**src/rtl/hs_fault_pkg.sv**
```systemverilog
// constants for the high-side switch fault protection block
`default_nettype none
package hs_fault_pkg;

  // ***************************************************************
  // clock and timing
  // ***************************************************************
  localparam int unsigned CLK_MHZ              = 250;
  localparam int unsigned TURN_ON_DELAY_MIN_NS = 20000;
  localparam int unsigned TURN_ON_DELAY_MAX_NS = 100000;
  localparam int unsigned TURN_ON_DELAY_CYC    =
    (TURN_ON_DELAY_MIN_NS * CLK_MHZ + 999) / 1000;
  localparam int unsigned RETRY_NS             = 1000000;
  localparam int unsigned RETRY_CYC            = RETRY_NS * CLK_MHZ / 1000;
  localparam int unsigned CNT_W                = 20;
  localparam int unsigned TEMP_W               = 10;

  // ***************************************************************
  // register offsets
  // ***************************************************************
  localparam logic [7:0] CTRL_OFS       = 8'h00;
  localparam logic [7:0] ABS_THR_OFS    = 8'h04;
  localparam logic [7:0] REL_THR_OFS    = 8'h08;
  localparam logic [7:0] HYS_OFS        = 8'h0c;
  localparam logic [7:0] STATUS_OFS     = 8'h10;
  localparam logic [7:0] INT_STATUS_OFS = 8'h14;
  localparam logic [7:0] INT_MASK_OFS   = 8'h18;

  // ***************************************************************
  // fields and reset values
  // ***************************************************************
  localparam int unsigned CTRL_FIXED_BIT  = 0;
  localparam int unsigned EV_ABS_BIT      = 0;
  localparam int unsigned EV_REL_BIT      = 1;
  localparam int unsigned EV_OC_BIT       = 2;
  localparam int unsigned EV_RELEASE_BIT  = 3;
  localparam int unsigned EV_W            = 4;
  localparam int unsigned STAT_STATE_LSB  = 0;
  localparam int unsigned STAT_ABS_BIT    = 4;
  localparam int unsigned STAT_REL_BIT    = 5;
  localparam int unsigned STAT_OC_BIT     = 6;
  localparam int unsigned STAT_ON_BIT     = 7;
  localparam logic [TEMP_W-1:0] ABS_THR_RST = 10'h2bc;
  localparam logic [TEMP_W-1:0] REL_THR_RST = 10'h064;
  localparam logic [TEMP_W-1:0] HYS_RST     = 10'h01e;
  localparam logic               CTRL_FIXED_RST = 1'b0;

  typedef enum logic [2:0] {
    ST_OFF      = 3'b000,
    ST_ON_WAIT  = 3'b001,
    ST_ON       = 3'b010,
    ST_OFF_WAIT = 3'b011,
    ST_FAULT    = 3'b100
  } sw_state_type;

endpackage : hs_fault_pkg
`default_nettype wire

```
**src/rtl/high_side_fault_protection.sv**
```systemverilog
// switch control and fault protection of a high-side power switch
//
// Added by the designer: the placing of the registers and the APB interface to the registers.
`default_nettype none
module high_side_fault_protection
  import hs_fault_pkg::*;
#(
  parameter int unsigned ON_DELAY_CYC = TURN_ON_DELAY_CYC,
  parameter int unsigned RETRY_CYCLES = RETRY_CYC
) (
  input  wire logic              clk,
  input  wire logic              reset,
  input  wire logic              psel,
  input  wire logic              penable,
  input  wire logic              pwrite,
  input  wire logic [7:0]        paddr,
  input  wire logic [31:0]       pwdata,
  output logic      [31:0]       prdata,
  output logic                   pready,
  output logic                   pslverr,
  input  wire logic              enable_pin,
  input  wire logic              latch_pin,
  input  wire logic              current_limit_hit,
  input  wire logic [TEMP_W-1:0] fet_temp,
  input  wire logic [TEMP_W-1:0] ctrl_temp,
  output logic                   switch_on,
  output logic                   sense_output,
  output logic                   fault_flag_output_o,
  output logic                   fault_flag_output_oe,
  output logic                   irq
);

  // ***************************************************************
  // pin synchronisers
  // ***************************************************************
  logic [2:0]   pins_s;
  logic         enable_s;
  logic         latch_s;
  logic         oc_s;

  sync2 #(.WIDTH(3)) u_pin_sync (
    .clk      (clk),
    .reset    (reset),
    .async_in ({current_limit_hit, latch_pin, enable_pin}),
    .sync_out (pins_s)
  );

  assign enable_s = pins_s[0];
  assign latch_s  = pins_s[1];
  assign oc_s     = pins_s[2];

  // ***************************************************************
  // registers and state
  // ***************************************************************
  sw_state_type      state_r;
  logic [CNT_W-1:0]  delay_cnt_r;
  logic [CNT_W-1:0]  retry_cnt_r;
  logic              retry_done_r;
  logic              abs_fault_r;
  logic              rel_fault_r;
  logic              oc_fault_r;
  logic              ctrl_fixed_r;
  logic [TEMP_W-1:0] abs_thr_r;
  logic [TEMP_W-1:0] rel_thr_r;
  logic [TEMP_W-1:0] hys_r;
  logic [EV_W-1:0]   int_status_r;
  logic [EV_W-1:0]   int_mask_r;

  localparam logic [CNT_W-1:0] ON_DELAY_LAST =
    CNT_W'(ON_DELAY_CYC - 1);
  localparam logic [CNT_W-1:0] RETRY_LAST = CNT_W'(RETRY_CYCLES - 1);

  // ***************************************************************
  // fault detection
  // ***************************************************************
  logic              abs_trip;
  logic              rel_trip;
  logic              abs_clear;
  logic              any_fault;
  logic              release_ok;
  logic [TEMP_W:0]   temp_diff;
  logic [TEMP_W:0]   fet_plus_hys;

  // both sensor readings feed the relative check; the absolute check uses fet_temp only
  assign temp_diff    = {1'b0, fet_temp} - {1'b0, ctrl_temp};
  assign fet_plus_hys = {1'b0, fet_temp} + {1'b0, hys_r};

  assign abs_trip  = fet_temp > abs_thr_r;
  assign rel_trip  = (fet_temp > ctrl_temp) &&
                     (temp_diff[TEMP_W-1:0] > rel_thr_r);
  assign abs_clear = fet_plus_hys <= {1'b0, abs_thr_r};

  assign any_fault = abs_fault_r | rel_fault_r | oc_fault_r;
  assign release_ok = !latch_s && retry_done_r && !any_fault;

  always_ff @(posedge clk or posedge reset) begin
    if (reset) begin
      abs_fault_r <= 1'b0;
    end else if (abs_trip) begin
      abs_fault_r <= 1'b1;
    end else if (abs_clear) begin
      abs_fault_r <= 1'b0;
    end
  end

  always_ff @(posedge clk or posedge reset) begin
    if (reset) begin
      rel_fault_r <= 1'b0;
    end else if (rel_trip && !rel_fault_r) begin
      rel_fault_r <= 1'b1;
    end else if (retry_done_r && !rel_trip) begin
      rel_fault_r <= 1'b0;
    end
  end

  always_ff @(posedge clk or posedge reset) begin
    if (reset) begin
      oc_fault_r <= 1'b0;
    end else if (oc_s) begin
      oc_fault_r <= 1'b1;
    end else if (retry_done_r) begin
      oc_fault_r <= 1'b0;
    end
  end

  // ***************************************************************
  // retry timer
  // ***************************************************************
  always_ff @(posedge clk or posedge reset) begin
    if (reset) begin
      retry_cnt_r  <= '0;
      retry_done_r <= 1'b0;
    end else if (state_r != ST_FAULT) begin
      retry_cnt_r  <= '0;
      retry_done_r <= 1'b0;
    end else if (retry_cnt_r == RETRY_LAST) begin
      retry_done_r <= 1'b1;
    end else begin
      retry_cnt_r <= retry_cnt_r + 1'b1;
    end
  end

  // ***************************************************************
  // switch state machine
  // ***************************************************************
  logic trip;

  assign trip = abs_trip | rel_trip | oc_s;

  always_ff @(posedge clk or posedge reset) begin
    if (reset) begin
      state_r     <= ST_OFF;
      delay_cnt_r <= '0;
    end else if (trip && state_r != ST_FAULT) begin
      state_r     <= ST_FAULT;
      delay_cnt_r <= '0;
    end else begin
      unique case (state_r)
        ST_OFF: begin
          delay_cnt_r <= '0;
          if (enable_s) begin
            state_r <= ST_ON_WAIT;
          end
        end
        ST_ON_WAIT: begin
          if (!enable_s) begin
            state_r     <= ST_OFF;
            delay_cnt_r <= '0;
          end else if (delay_cnt_r == ON_DELAY_LAST) begin
            state_r     <= ST_ON;
            delay_cnt_r <= '0;
          end else begin
            delay_cnt_r <= delay_cnt_r + 1'b1;
          end
        end
        ST_ON: begin
          delay_cnt_r <= '0;
          if (!enable_s) begin
            state_r <= ST_OFF_WAIT;
          end
        end
        ST_OFF_WAIT: begin
          if (enable_s) begin
            state_r     <= ST_ON;
            delay_cnt_r <= '0;
          end else if (delay_cnt_r == ON_DELAY_LAST) begin
            state_r     <= ST_OFF;
            delay_cnt_r <= '0;
          end else begin
            delay_cnt_r <= delay_cnt_r + 1'b1;
          end
        end
        ST_FAULT: begin
          delay_cnt_r <= '0;
          if (release_ok) begin
            state_r <= ST_OFF;
          end
        end
        default: begin
          state_r     <= ST_OFF;
          delay_cnt_r <= '0;
        end
      endcase
    end
  end

  // ***************************************************************
  // pin outputs
  // ***************************************************************
  always_ff @(posedge clk or posedge reset) begin
    if (reset) begin
      switch_on <= 1'b0;
    end else begin
      // trip forces switch off at once
      switch_on <= !trip &&
        ((state_r == ST_ON) || (state_r == ST_OFF_WAIT) ||
         (state_r == ST_ON_WAIT && enable_s &&
          delay_cnt_r == ON_DELAY_LAST));
    end
  end

  always_ff @(posedge clk or posedge reset) begin
    if (reset) begin
      sense_output         <= 1'b0;
      fault_flag_output_o  <= 1'b0;
      fault_flag_output_oe <= 1'b0;
    end else begin
      sense_output <= trip || (state_r == ST_FAULT && !release_ok);
      fault_flag_output_o <= 1'b0;
      fault_flag_output_oe <= ctrl_fixed_r &&
        (trip || (state_r == ST_FAULT && !release_ok));
    end
  end

  // ***************************************************************
  // events and interrupt
  // ***************************************************************
  logic [EV_W-1:0] events;
  logic            wr_en;
  logic            rd_setup;

  assign events[EV_ABS_BIT]     = abs_trip && !abs_fault_r;
  assign events[EV_REL_BIT]     = rel_trip && !rel_fault_r;
  assign events[EV_OC_BIT]      = oc_s && !oc_fault_r;
  assign events[EV_RELEASE_BIT] = state_r == ST_FAULT && release_ok &&
                                  !trip;

  assign wr_en    = psel && penable && pready && pwrite;
  assign rd_setup = psel && !penable;

  always_ff @(posedge clk or posedge reset) begin
    if (reset) begin
      int_status_r <= '0;
    end else if (wr_en && paddr == INT_STATUS_OFS) begin
      int_status_r <= (int_status_r & ~pwdata[EV_W-1:0]) | events;
    end else begin
      int_status_r <= int_status_r | events;
    end
  end

  always_ff @(posedge clk or posedge reset) begin
    if (reset) begin
      irq <= 1'b0;
    end else begin
      irq <= |(int_status_r & int_mask_r);
    end
  end

  // ***************************************************************
  // apb register file
  // ***************************************************************
  always_ff @(posedge clk or posedge reset) begin
    if (reset) begin
      ctrl_fixed_r <= CTRL_FIXED_RST;
      abs_thr_r    <= ABS_THR_RST;
      rel_thr_r    <= REL_THR_RST;
      hys_r        <= HYS_RST;
      int_mask_r   <= '0;
    end else if (wr_en) begin
      unique case (paddr)
        CTRL_OFS:    ctrl_fixed_r <= pwdata[CTRL_FIXED_BIT];
        ABS_THR_OFS: abs_thr_r    <= pwdata[TEMP_W-1:0];
        REL_THR_OFS: rel_thr_r    <= pwdata[TEMP_W-1:0];
        HYS_OFS:     hys_r        <= pwdata[TEMP_W-1:0];
        INT_MASK_OFS: int_mask_r  <= pwdata[EV_W-1:0];
        default: begin
        end
      endcase
    end
  end

  logic [31:0] rd_val;
  logic        rd_hit;

  always_comb begin
    rd_val = '0;
    rd_hit = 1'b1;
    unique case (paddr)
      CTRL_OFS:       rd_val[CTRL_FIXED_BIT] = ctrl_fixed_r;
      ABS_THR_OFS:    rd_val[TEMP_W-1:0] = abs_thr_r;
      REL_THR_OFS:    rd_val[TEMP_W-1:0] = rel_thr_r;
      HYS_OFS:        rd_val[TEMP_W-1:0] = hys_r;
      STATUS_OFS: begin
        rd_val[STAT_STATE_LSB +: 3] = state_r;
        rd_val[STAT_ABS_BIT]        = abs_fault_r;
        rd_val[STAT_REL_BIT]        = rel_fault_r;
        rd_val[STAT_OC_BIT]         = oc_fault_r;
        rd_val[STAT_ON_BIT]         = switch_on;
      end
      INT_STATUS_OFS: rd_val[EV_W-1:0] = int_status_r;
      INT_MASK_OFS:   rd_val[EV_W-1:0] = int_mask_r;
      default:        rd_hit = 1'b0;
    endcase
  end

  always_ff @(posedge clk or posedge reset) begin
    if (reset) begin
      pready  <= 1'b0;
      pslverr <= 1'b0;
      prdata  <= '0;
    end else begin
      pready  <= rd_setup;
      pslverr <= rd_setup && !rd_hit;
      if (rd_setup) begin
        prdata <= (pwrite || !rd_hit) ? 32'h0000_0000 : rd_val;
      end
    end
  end

endmodule : high_side_fault_protection
`default_nettype wire

```
**src/rtl/sync2.sv**
```systemverilog
// two flip-flop synchroniser for asynchronous pin levels
`default_nettype none
module sync2 #(
  parameter int unsigned WIDTH = 1
) (
  input  wire logic             clk,
  input  wire logic             reset,
  input  wire logic [WIDTH-1:0] async_in,
  output logic      [WIDTH-1:0] sync_out
);

  logic [WIDTH-1:0] stage1_r;

  always_ff @(posedge clk or posedge reset) begin
    if (reset) begin
      stage1_r <= '0;
      sync_out <= '0;
    end else begin
      stage1_r <= async_in;
      sync_out <= stage1_r;
    end
  end

endmodule : sync2
`default_nettype wire

```
**config.mk**
```make
export PLATFORM = sky130hd
export DESIGN_NAME = high_side_fault_protection
export DESIGN_NICKNAME = d
export VERILOG_FILES = /design/src/rtl/hs_fault_pkg.sv /design/src/rtl/high_side_fault_protection.sv /design/src/rtl/sync2.sv
export SDC_FILE = /design/constraint.sdc
export NUM_CORES = 1
export LEC_CHECK = 0
export ABC_AREA = 1
export BUFFER_PORTS_ARGS = -buffer_cell sky130_fd_sc_hd__buf_2
export CAP_MARGIN = 40
export CORE_MARGIN = 2
export CORE_UTILIZATION = 56
export DETAILED_ROUTE_END_ITERATION = 8
export GPL_ROUTABILITY_DRIVEN = 0
export PLACE_DENSITY = 0.89
export SKIP_LAST_GASP = 1
export SLEW_MARGIN = 20
export SYNTH_ARGS = -nofsm -noshare
export SYNTH_HDL_FRONTEND = slang
export SYNTH_SLANG_ARGS = --single-unit
```
**constraint.sdc**
```tcl
create_clock -name clk -period 9.1 [get_ports clk]
set_input_delay 0.455 -clock clk [delete_from_list [all_inputs] [get_ports clk]]
set_output_delay 0.455 -clock clk [all_outputs]
set_load 0.05 [all_outputs]
```
==> results of run 1 <==
==> power by group through the flow <==
| stage | clock network, µW | logic (µW) | registers (µW) |
|---|---|---|---|
| 2_1_floorplan | 0 | 112 | 496 |
| 3_3_place_gp | 0 | 137 | 494 |
| 3_5_place_dp | 0 | 143 | 494 |
| 4_1_cts | 413 | 144 | 485 |
| 5_1_grt | 432 | 162 | 485 |
| 6_report | 409 | 145 | 485 |
==> registers in the layout, summed over array words and instances, names as in the netlist, 3 cells and up <==
signal,flops
int_status_r,4
u_pin_sync.sync_out,3
rel_thr_r,10
int_mask_r,4
u_pin_sync.stage1_r,3
prdata,10
retry_cnt_r,20
state_r,3
abs_thr_r,10
delay_cnt_r,20
hys_r,10
==> synth_stat cells, drive strengths merged <==
cell type / count
nand2: 214
a21o: 6
a21oi: 38
clkbuf: 7
buf: 26
a211oi: 2
o211ai: 1
o2111ai: 3
nor3: 29
nor2: 78
nand3: 44
and3: 1
o21ai: 75
a31o: 1
dfrtp: 95
o22ai: 7
nand4: 15
a31oi: 5
nor3b: 1
conb: 1
ha: 52
xnor2: 11
o21bai: 3
or2: 5
o221ai: 3
fa: 2
dfstp: 13
nor4: 2
xor2: 17
inv: 134
nand3b: 5
==> final cells by class <==
type	instances	area, µm²
fillers	1023	4660
multi-input cells	643	3760
flip-flops and latches	108	2720
inverters	134	505
repair buffers	63	340
clock buffers	9	225
well taps	172	215
clock inverters	7	86.3
==> metrics by stage <==
step / setup slack [ps] / hold WS [ps]
3_5_place_dp: 5670 / 335
5_1_grt: 5860 / 117
4_1_cts: 6050 / 95.8
3_3_place_gp: 5750 / 334
2_1_floorplan: 5820 / 331
6_report: 6030 / 80.9
==> metal layers <==
layer / vias up / track usage / routed length, µm
met5: - / 0 / 0
met4: 0 / 0.111 / 510
met3: 37 / 0.0366 / 872
met2: 211 / 0.408 / 7900
met1: 2859 / 0.320 / 6860
li1: 3002 / - / -
==> worst min path at each step <==
stage                                     startpoint                                to  slack, ps  cells after the start
finish                                         reset  u_pin_sync.stage1_r[1]$_DFF_PP0_         80                      2
detailed placement  u_pin_sync.stage1_r[1]$_DFF_PP0_  u_pin_sync.sync_out[1]$_DFF_PP0_        330                      0
floorplan           u_pin_sync.stage1_r[0]$_DFF_PP0_  u_pin_sync.sync_out[0]$_DFF_PP0_        330                      0
global route                                   reset  u_pin_sync.stage1_r[1]$_DFF_PP0_        120                      2
global placement    u_pin_sync.stage1_r[2]$_DFF_PP0_  u_pin_sync.sync_out[2]$_DFF_PP0_        330                      0
CTS                                            reset  u_pin_sync.stage1_r[1]$_DFF_PP0_        100                      2
==> logic make-up (layout without fill, tap and decap cells) <==
kind of cell | count (synthesis) | count (layout) | share of synthesized area
simple gates | 394 | 394 | 0.271
buf+inv | 167 | 213 | 0.103
compound gates | 144 | 144 | 0.113
flops | 108 | 108 | 0.381
fa+ha+maj | 54 | 54 | 0.0969
xor+xnor | 28 | 28 | 0.0344
other cells | 1 | 23 | 0.000526
==> worst max-delay path: stages <==
cell      delay (ps)
buf_2            120
inv_1             90
ha_1             170
inv_1             80
fa_1             450
a21oi_1          230
o21ai_0          130
xor2_1           170
ha_1             280
nand2_1           60
nor2_1           180
nand3_1           90
nand3_1          140
nand3b_4         140
nand2_4          130
nand2_8           90
nand2_8          220
nor2_1            70
==> reports/metrics.cfg, run 1 <==
[status]
outcome = finished, final reports clean

[worst_setup_path]
start_kind = input port
cp_max_fo = 17
r2r_setup_slack_ps = 6300
reg2reg_to = abs_fault_r$_DFFE_PP0P_
required_ps = 9340
startpoint = fet_temp[0]
cp-endpoint = delay_cnt_r[3]$_DFF_PP0_
path_class = input port to register
r2r-start = hys_r[0]$_DFFE_PP0P_
critPathCaptureType = register
ff2ff_path_depth = 18
crit_arrival_ps = 3310

[grt]
grt_pass1_wl_mm = 26.5
first_global_vias = 5703
antenna_found_initial = 0
grt_max_degree = 52
overflow = 0
grt_usage = 0.246

[cts]
post_cts_buffers = 0
htree_num_levels = 3
tritoncts = yes
cts_made_buffers = 9
clock_latency_ps = 360
ctsHoldBuffers = 0
root_buffer = clkbuf_16
post_cts_resized = 0
clkSinkCount = 108
path_clk_slew_ps = 70
cts_buffer_depth = 2

[floorplanning]
die_height_um = 117
core_area_um2 = 12500
std_cell_rows = 41
initial_core_util = 0.570
fp.dieW_um = 117
io_pins = 107
die_area_um2 = 13700

[detailed_routing]
wl_per_cell_um = 14.2
drt_wl_total_mm = 16.1
dr.pass1.iters = 7
avgViaCountPerCell = 5.38
vias = 6109
post-route-drc-count = 0
ant_nets = 0
drt_iter0_drc = 495

[yosys]
ys_ff_latch = 108
ys_seq_area_frac = 0.381
synth_top_area_frac = 0.333
yosys_warnings = 0
syn_inst = 896
synth_top_area_cell = dfrtp_1
synth_area_um2 = 7130
netlist_top_cells_area = dfrtp_1, nand2_1, ha_1
yosysUniqueCellTypes = 49
avgSynthCellArea_um2 = 7.96

[placed_design]
portBuffers = 61
dpl-instance-area_um2 = 7540
dp.cells = 1120
post-dp-hpwl_mm = 12.4

[sta]
rsz0062_at_grt = no
relSlewSlack = 0.501
setup_viol = 0
skew_ps = 6.58
hold_viol_final = 0
finalCritPeriodShare = 0.337
fmax_mhz = 326
period_minus_slack_ps = 3070
tightest_slew_ps = 746
slew_viol_final = 0
fin_tns_setup_ps = 0

[pwr]
powerDensity_nw_per_um2 = 132
seqPwrFrac = 0.467
p_leak_uw = 0.00387
clockPowerShare = 0.394
p_int_uw = 748
finalPower_uw = 1040
p_comb_frac = 0.140
power_switching_uw = 292
swShare = 0.281
irDropWorstVdd_uv = 79.0

[finish]
drive_gt1_frac = 0.157
layout_common_cells = nand2_1, inv_1, dfrtp_1
layout_commonest_cell = nand2_1
fin_area_um2 = 7850
syn2layout_area_growth_pct = 10.1
fin_nets = 1081
final_core_util = 0.627
diodes = 0
final_cells = 1136

[flow_run]
cap_violations = 0

[worst_hold_path]
min_path_type = input port to async pin

No activity file was read; power rests on OpenSTA's default activity.
==> run 2, diff against run 1 <==
--- a/config.mk
+++ b/config.mk
@@ -9,10 +9,10 @@
 export BUFFER_PORTS_ARGS = -buffer_cell sky130_fd_sc_hd__buf_2
 export CAP_MARGIN = 40
 export CORE_MARGIN = 2
-export CORE_UTILIZATION = 56
+export CORE_UTILIZATION = 53
 export DETAILED_ROUTE_END_ITERATION = 8
 export GPL_ROUTABILITY_DRIVEN = 0
-export PLACE_DENSITY = 0.89
+export PLACE_DENSITY = 0.88
 export SKIP_LAST_GASP = 1
 export SLEW_MARGIN = 20
 export SYNTH_ARGS = -nofsm -noshare
==> constraint.sdc (replaced) <==
create_clock -name clk -period 2.71 [get_ports clk]
set_input_delay 0.1355 -clock clk [delete_from_list [all_inputs] [get_ports clk]]
set_output_delay 0.1355 -clock clk [all_outputs]
set_load 0.05 [all_outputs]
==> reports/metrics.cfg, run 2 (synthesized netlist as in run 1, its figures left out) <==
[sta]
hold_viol_final = 0  ; unchanged
setup_viol = 1  ; +1
fin_ws_ps = -10.0  ; -6040 ps
finalCritPeriodShare = 1.00
slew_viol_final = 0  ; unchanged
holdWs_ps = 21.8  ; -59.1 ps
rsz0062_at_grt = yes
tightest_slew_ps = 783  ; +37.1 ps
fin_tns_setup_ps = -10.0  ; -10.0 ps
fmax_mhz = 368
relSlewSlack = 0.476  ; -0.0248
period_minus_slack_ps = 2720
skew_ps = 11.5  ; +4.87 ps

[worst_setup_path]
ff2ff_path_depth = 18  ; unchanged
r2r_setup_slack_ps = -10  ; -6310 ps
required_ps = 3020  ; -6320 ps
r2r-start = hys_r[4]$_DFFE_PP1P_
crit_arrival_ps = 3030  ; -280 ps
reg2reg_to = abs_fault_r$_DFFE_PP0P_
critPathCaptureType = register
cp_max_fo = 4  ; -13
start_kind = register
path_class = register to register

[cts]
clkSinkCount = 108  ; unchanged
htree_num_levels = 3  ; unchanged
tritoncts = yes
cts_buffer_depth = 2  ; unchanged
clock_latency_ps = 370  ; about the same
path_clk_slew_ps = 80  ; about the same
root_buffer = clkbuf_16
cts_made_buffers = 9  ; unchanged

[floorplanning]
core_area_um2 = 13200  ; +5.4%
initial_core_util = 0.541  ; -0.0291
fp.dieW_um = 120  ; +2.7%
io_pins = 107  ; unchanged
std_cell_rows = 42  ; +2.4%
die_height_um = 120  ; +2.7%
die_area_um2 = 14400  ; +5.5%

[grt]
grt_max_degree = 73  ; +40%
grt_use_met2 = 0.411  ; +0.00280
grt_use_met3 = 0.0437  ; +0.00717
grt_pass1_wl_mm = 28.0  ; +5.9%
first_global_vias = 6003  ; +5.3%
use_met1 = 0.309  ; -0.0111
grt_usage = 0.243  ; -0.00276
overflow = 0  ; unchanged
antenna_found_initial = 0  ; unchanged
busiest_layer = met2

[finish]
layout_commonest_cell = nand2_1
drive_gt1_frac = 0.191  ; +0.0339
diodes = 0  ; unchanged
final_cells = 1173  ; +3.3%
syn2layout_area_growth_pct = 15.0
fin_area_um2 = 8200  ; +4.4%
layout_common_cells = nand2_1, inv_1, dfrtp_1
fin_nets = 1114  ; +3.1%
top_regs = delay_cnt_r: 20 flops, retry_cnt_r: 20 flops

[pwr]
clockPowerShare = 0.392  ; -0.002
powerDensity_nw_per_um2 = 436  ; +230%
swShare = 0.283  ; +0.00289
p_comb_frac = 0.152  ; +0.012
seqPwrFrac = 0.456  ; -0.011
p_leak_uw = 0.00403  ; +4.2%
finalPower_uw = 3570  ; +240%
power_switching_uw = 1010  ; +250%
irDropWorstVdd_uv = 260  ; +230%
p_int_uw = 2560  ; +240%

[detailed_routing]
drt_wl_total_mm = 17.1  ; +6.2%
vias = 6292  ; +3.0%
drt_iter0_drc = 643  ; +30%
avgViaCountPerCell = 5.36  ; -0.25%
dr.pass1.iters = 5  ; -2
post-route-drc-count = 0  ; unchanged
ant_nets = 0  ; unchanged
wl_per_cell_um = 14.6  ; +2.8%

[placed_design]
portBuffers = 61  ; unchanged
dpl-instance-area_um2 = 7720  ; +2.4%
dp.cells = 1148  ; +2.5%
post-dp-hpwl_mm = 12.6  ; +1.3%

[worst_hold_path]
hp-start = pwdata[6]
min_path_cells = 3
min_path_type = input port to register
hold_end = rel_thr_r[6]$_DFFE_PP1P_

[status]
outcome = finished with violations
violations = negative setup slack

[flow_run]
cap_violations = 0  ; unchanged

-- run 2: cell types whose count changed in the layout (fill, tap and decap cells not counted), sizes merged --
| cell | delta |
|---|---|
| clkinvlp | +1 |
| clkinv | -1 |
| dlygate4sd3 | +5 |
| nand2 | +1 |
| buf | +27 |
-- run 2: final cells by class --
| type | count | area [µm²] |
|---|---|---|
| well taps | 176 | 220 |
| clock inverters | 7 | 92.6 |
| multi-input cells | 644 | 3850 |
| clock buffers | 9 | 225 |
| flip-flops and latches | 108 | 2720 |
| repair buffers | 95 | 586 |
| inverters | 134 | 507 |
| fillers | 1054 | 4990 |
-- run 2: worst max-delay path by stage --
stage | startpoint | slack (ps) | cells after the start | endpoint
after CTS | hys_r[3]$_DFFE_PP1P_ | 20 | 18 | abs_fault_r$_DFFE_PP0P_
after global placement | fet_temp[0] | -150 | 18 | delay_cnt_r[5]$_DFF_PP0_
after global routing | hys_r[4]$_DFFE_PP1P_ | -110 | 18 | abs_fault_r$_DFFE_PP0P_
after detailed placement | fet_temp[4] | -260 | 18 | delay_cnt_r[6]$_DFF_PP0_
final | hys_r[4]$_DFFE_PP1P_ | -10 | 18 | abs_fault_r$_DFFE_PP0P_
after floorplan | fet_temp[0] | 40 | 18 | state_r[0]$_DFFE_PP0P_
-- run 2: routing by layer --
layer | part of all wire | vias up
met5 | 0 | -
met4 | 0.030 | 0
met3 | 0.057 | 43
met2 | 0.49 | 225
met1 | 0.42 | 2952
li1 | - | 3072
-- run 2: timing repair --
item                                    in CTS  in global routing
resized for setup                            1                 17
endpoints found under the hold margin       99                  0
endpoints found under the setup margin       1                 25
hold buffers                                 5                  0
cloned                                       0                  1
pin swaps                                    1                  3
buffers inserted                             1                  2
-- run 2: power groups by stage --
stage          Combinational (µW)  Clock (µW)  Sequential [µW]
2_1_floorplan                 378           0             1660
5_1_grt                       602        1490             1630
6_report                      542        1400             1630
4_1_cts                       531        1410             1630
3_3_place_gp                  508           0             1660
3_5_place_dp                  522           0             1660
-- run 2: critical path, stage by stage, from the launching register on --
cell     delay, ps
dfstp_2        560
ha_1           290
a21oi_1        230
o21ai_1        170
a21oi_2        180
xnor2_1        100
ha_1           280
nand2_1         60
nor2_1         210
nand2_1        100
nand2_1         70
nand2_1         40
nand2_1         50
nand2_1         40
nand2_1         50
nand2_1         40
nand2_1         70
nand2_1         60
nand2_1         50
-- run 2: through the flow --
| stage | util | setup slack [ps] |
|---|---|---|
| 2_1_floorplan | - | 38.9 |
| 3_3_place_gp | 0.585 | -148 |
| 3_5_place_dp | 0.585 | -262 |
| 4_1_cts | 0.614 | 16.2 |
| 5_1_grt | 0.622 | -108 |
| 6_report | 0.622 | -10.0 |
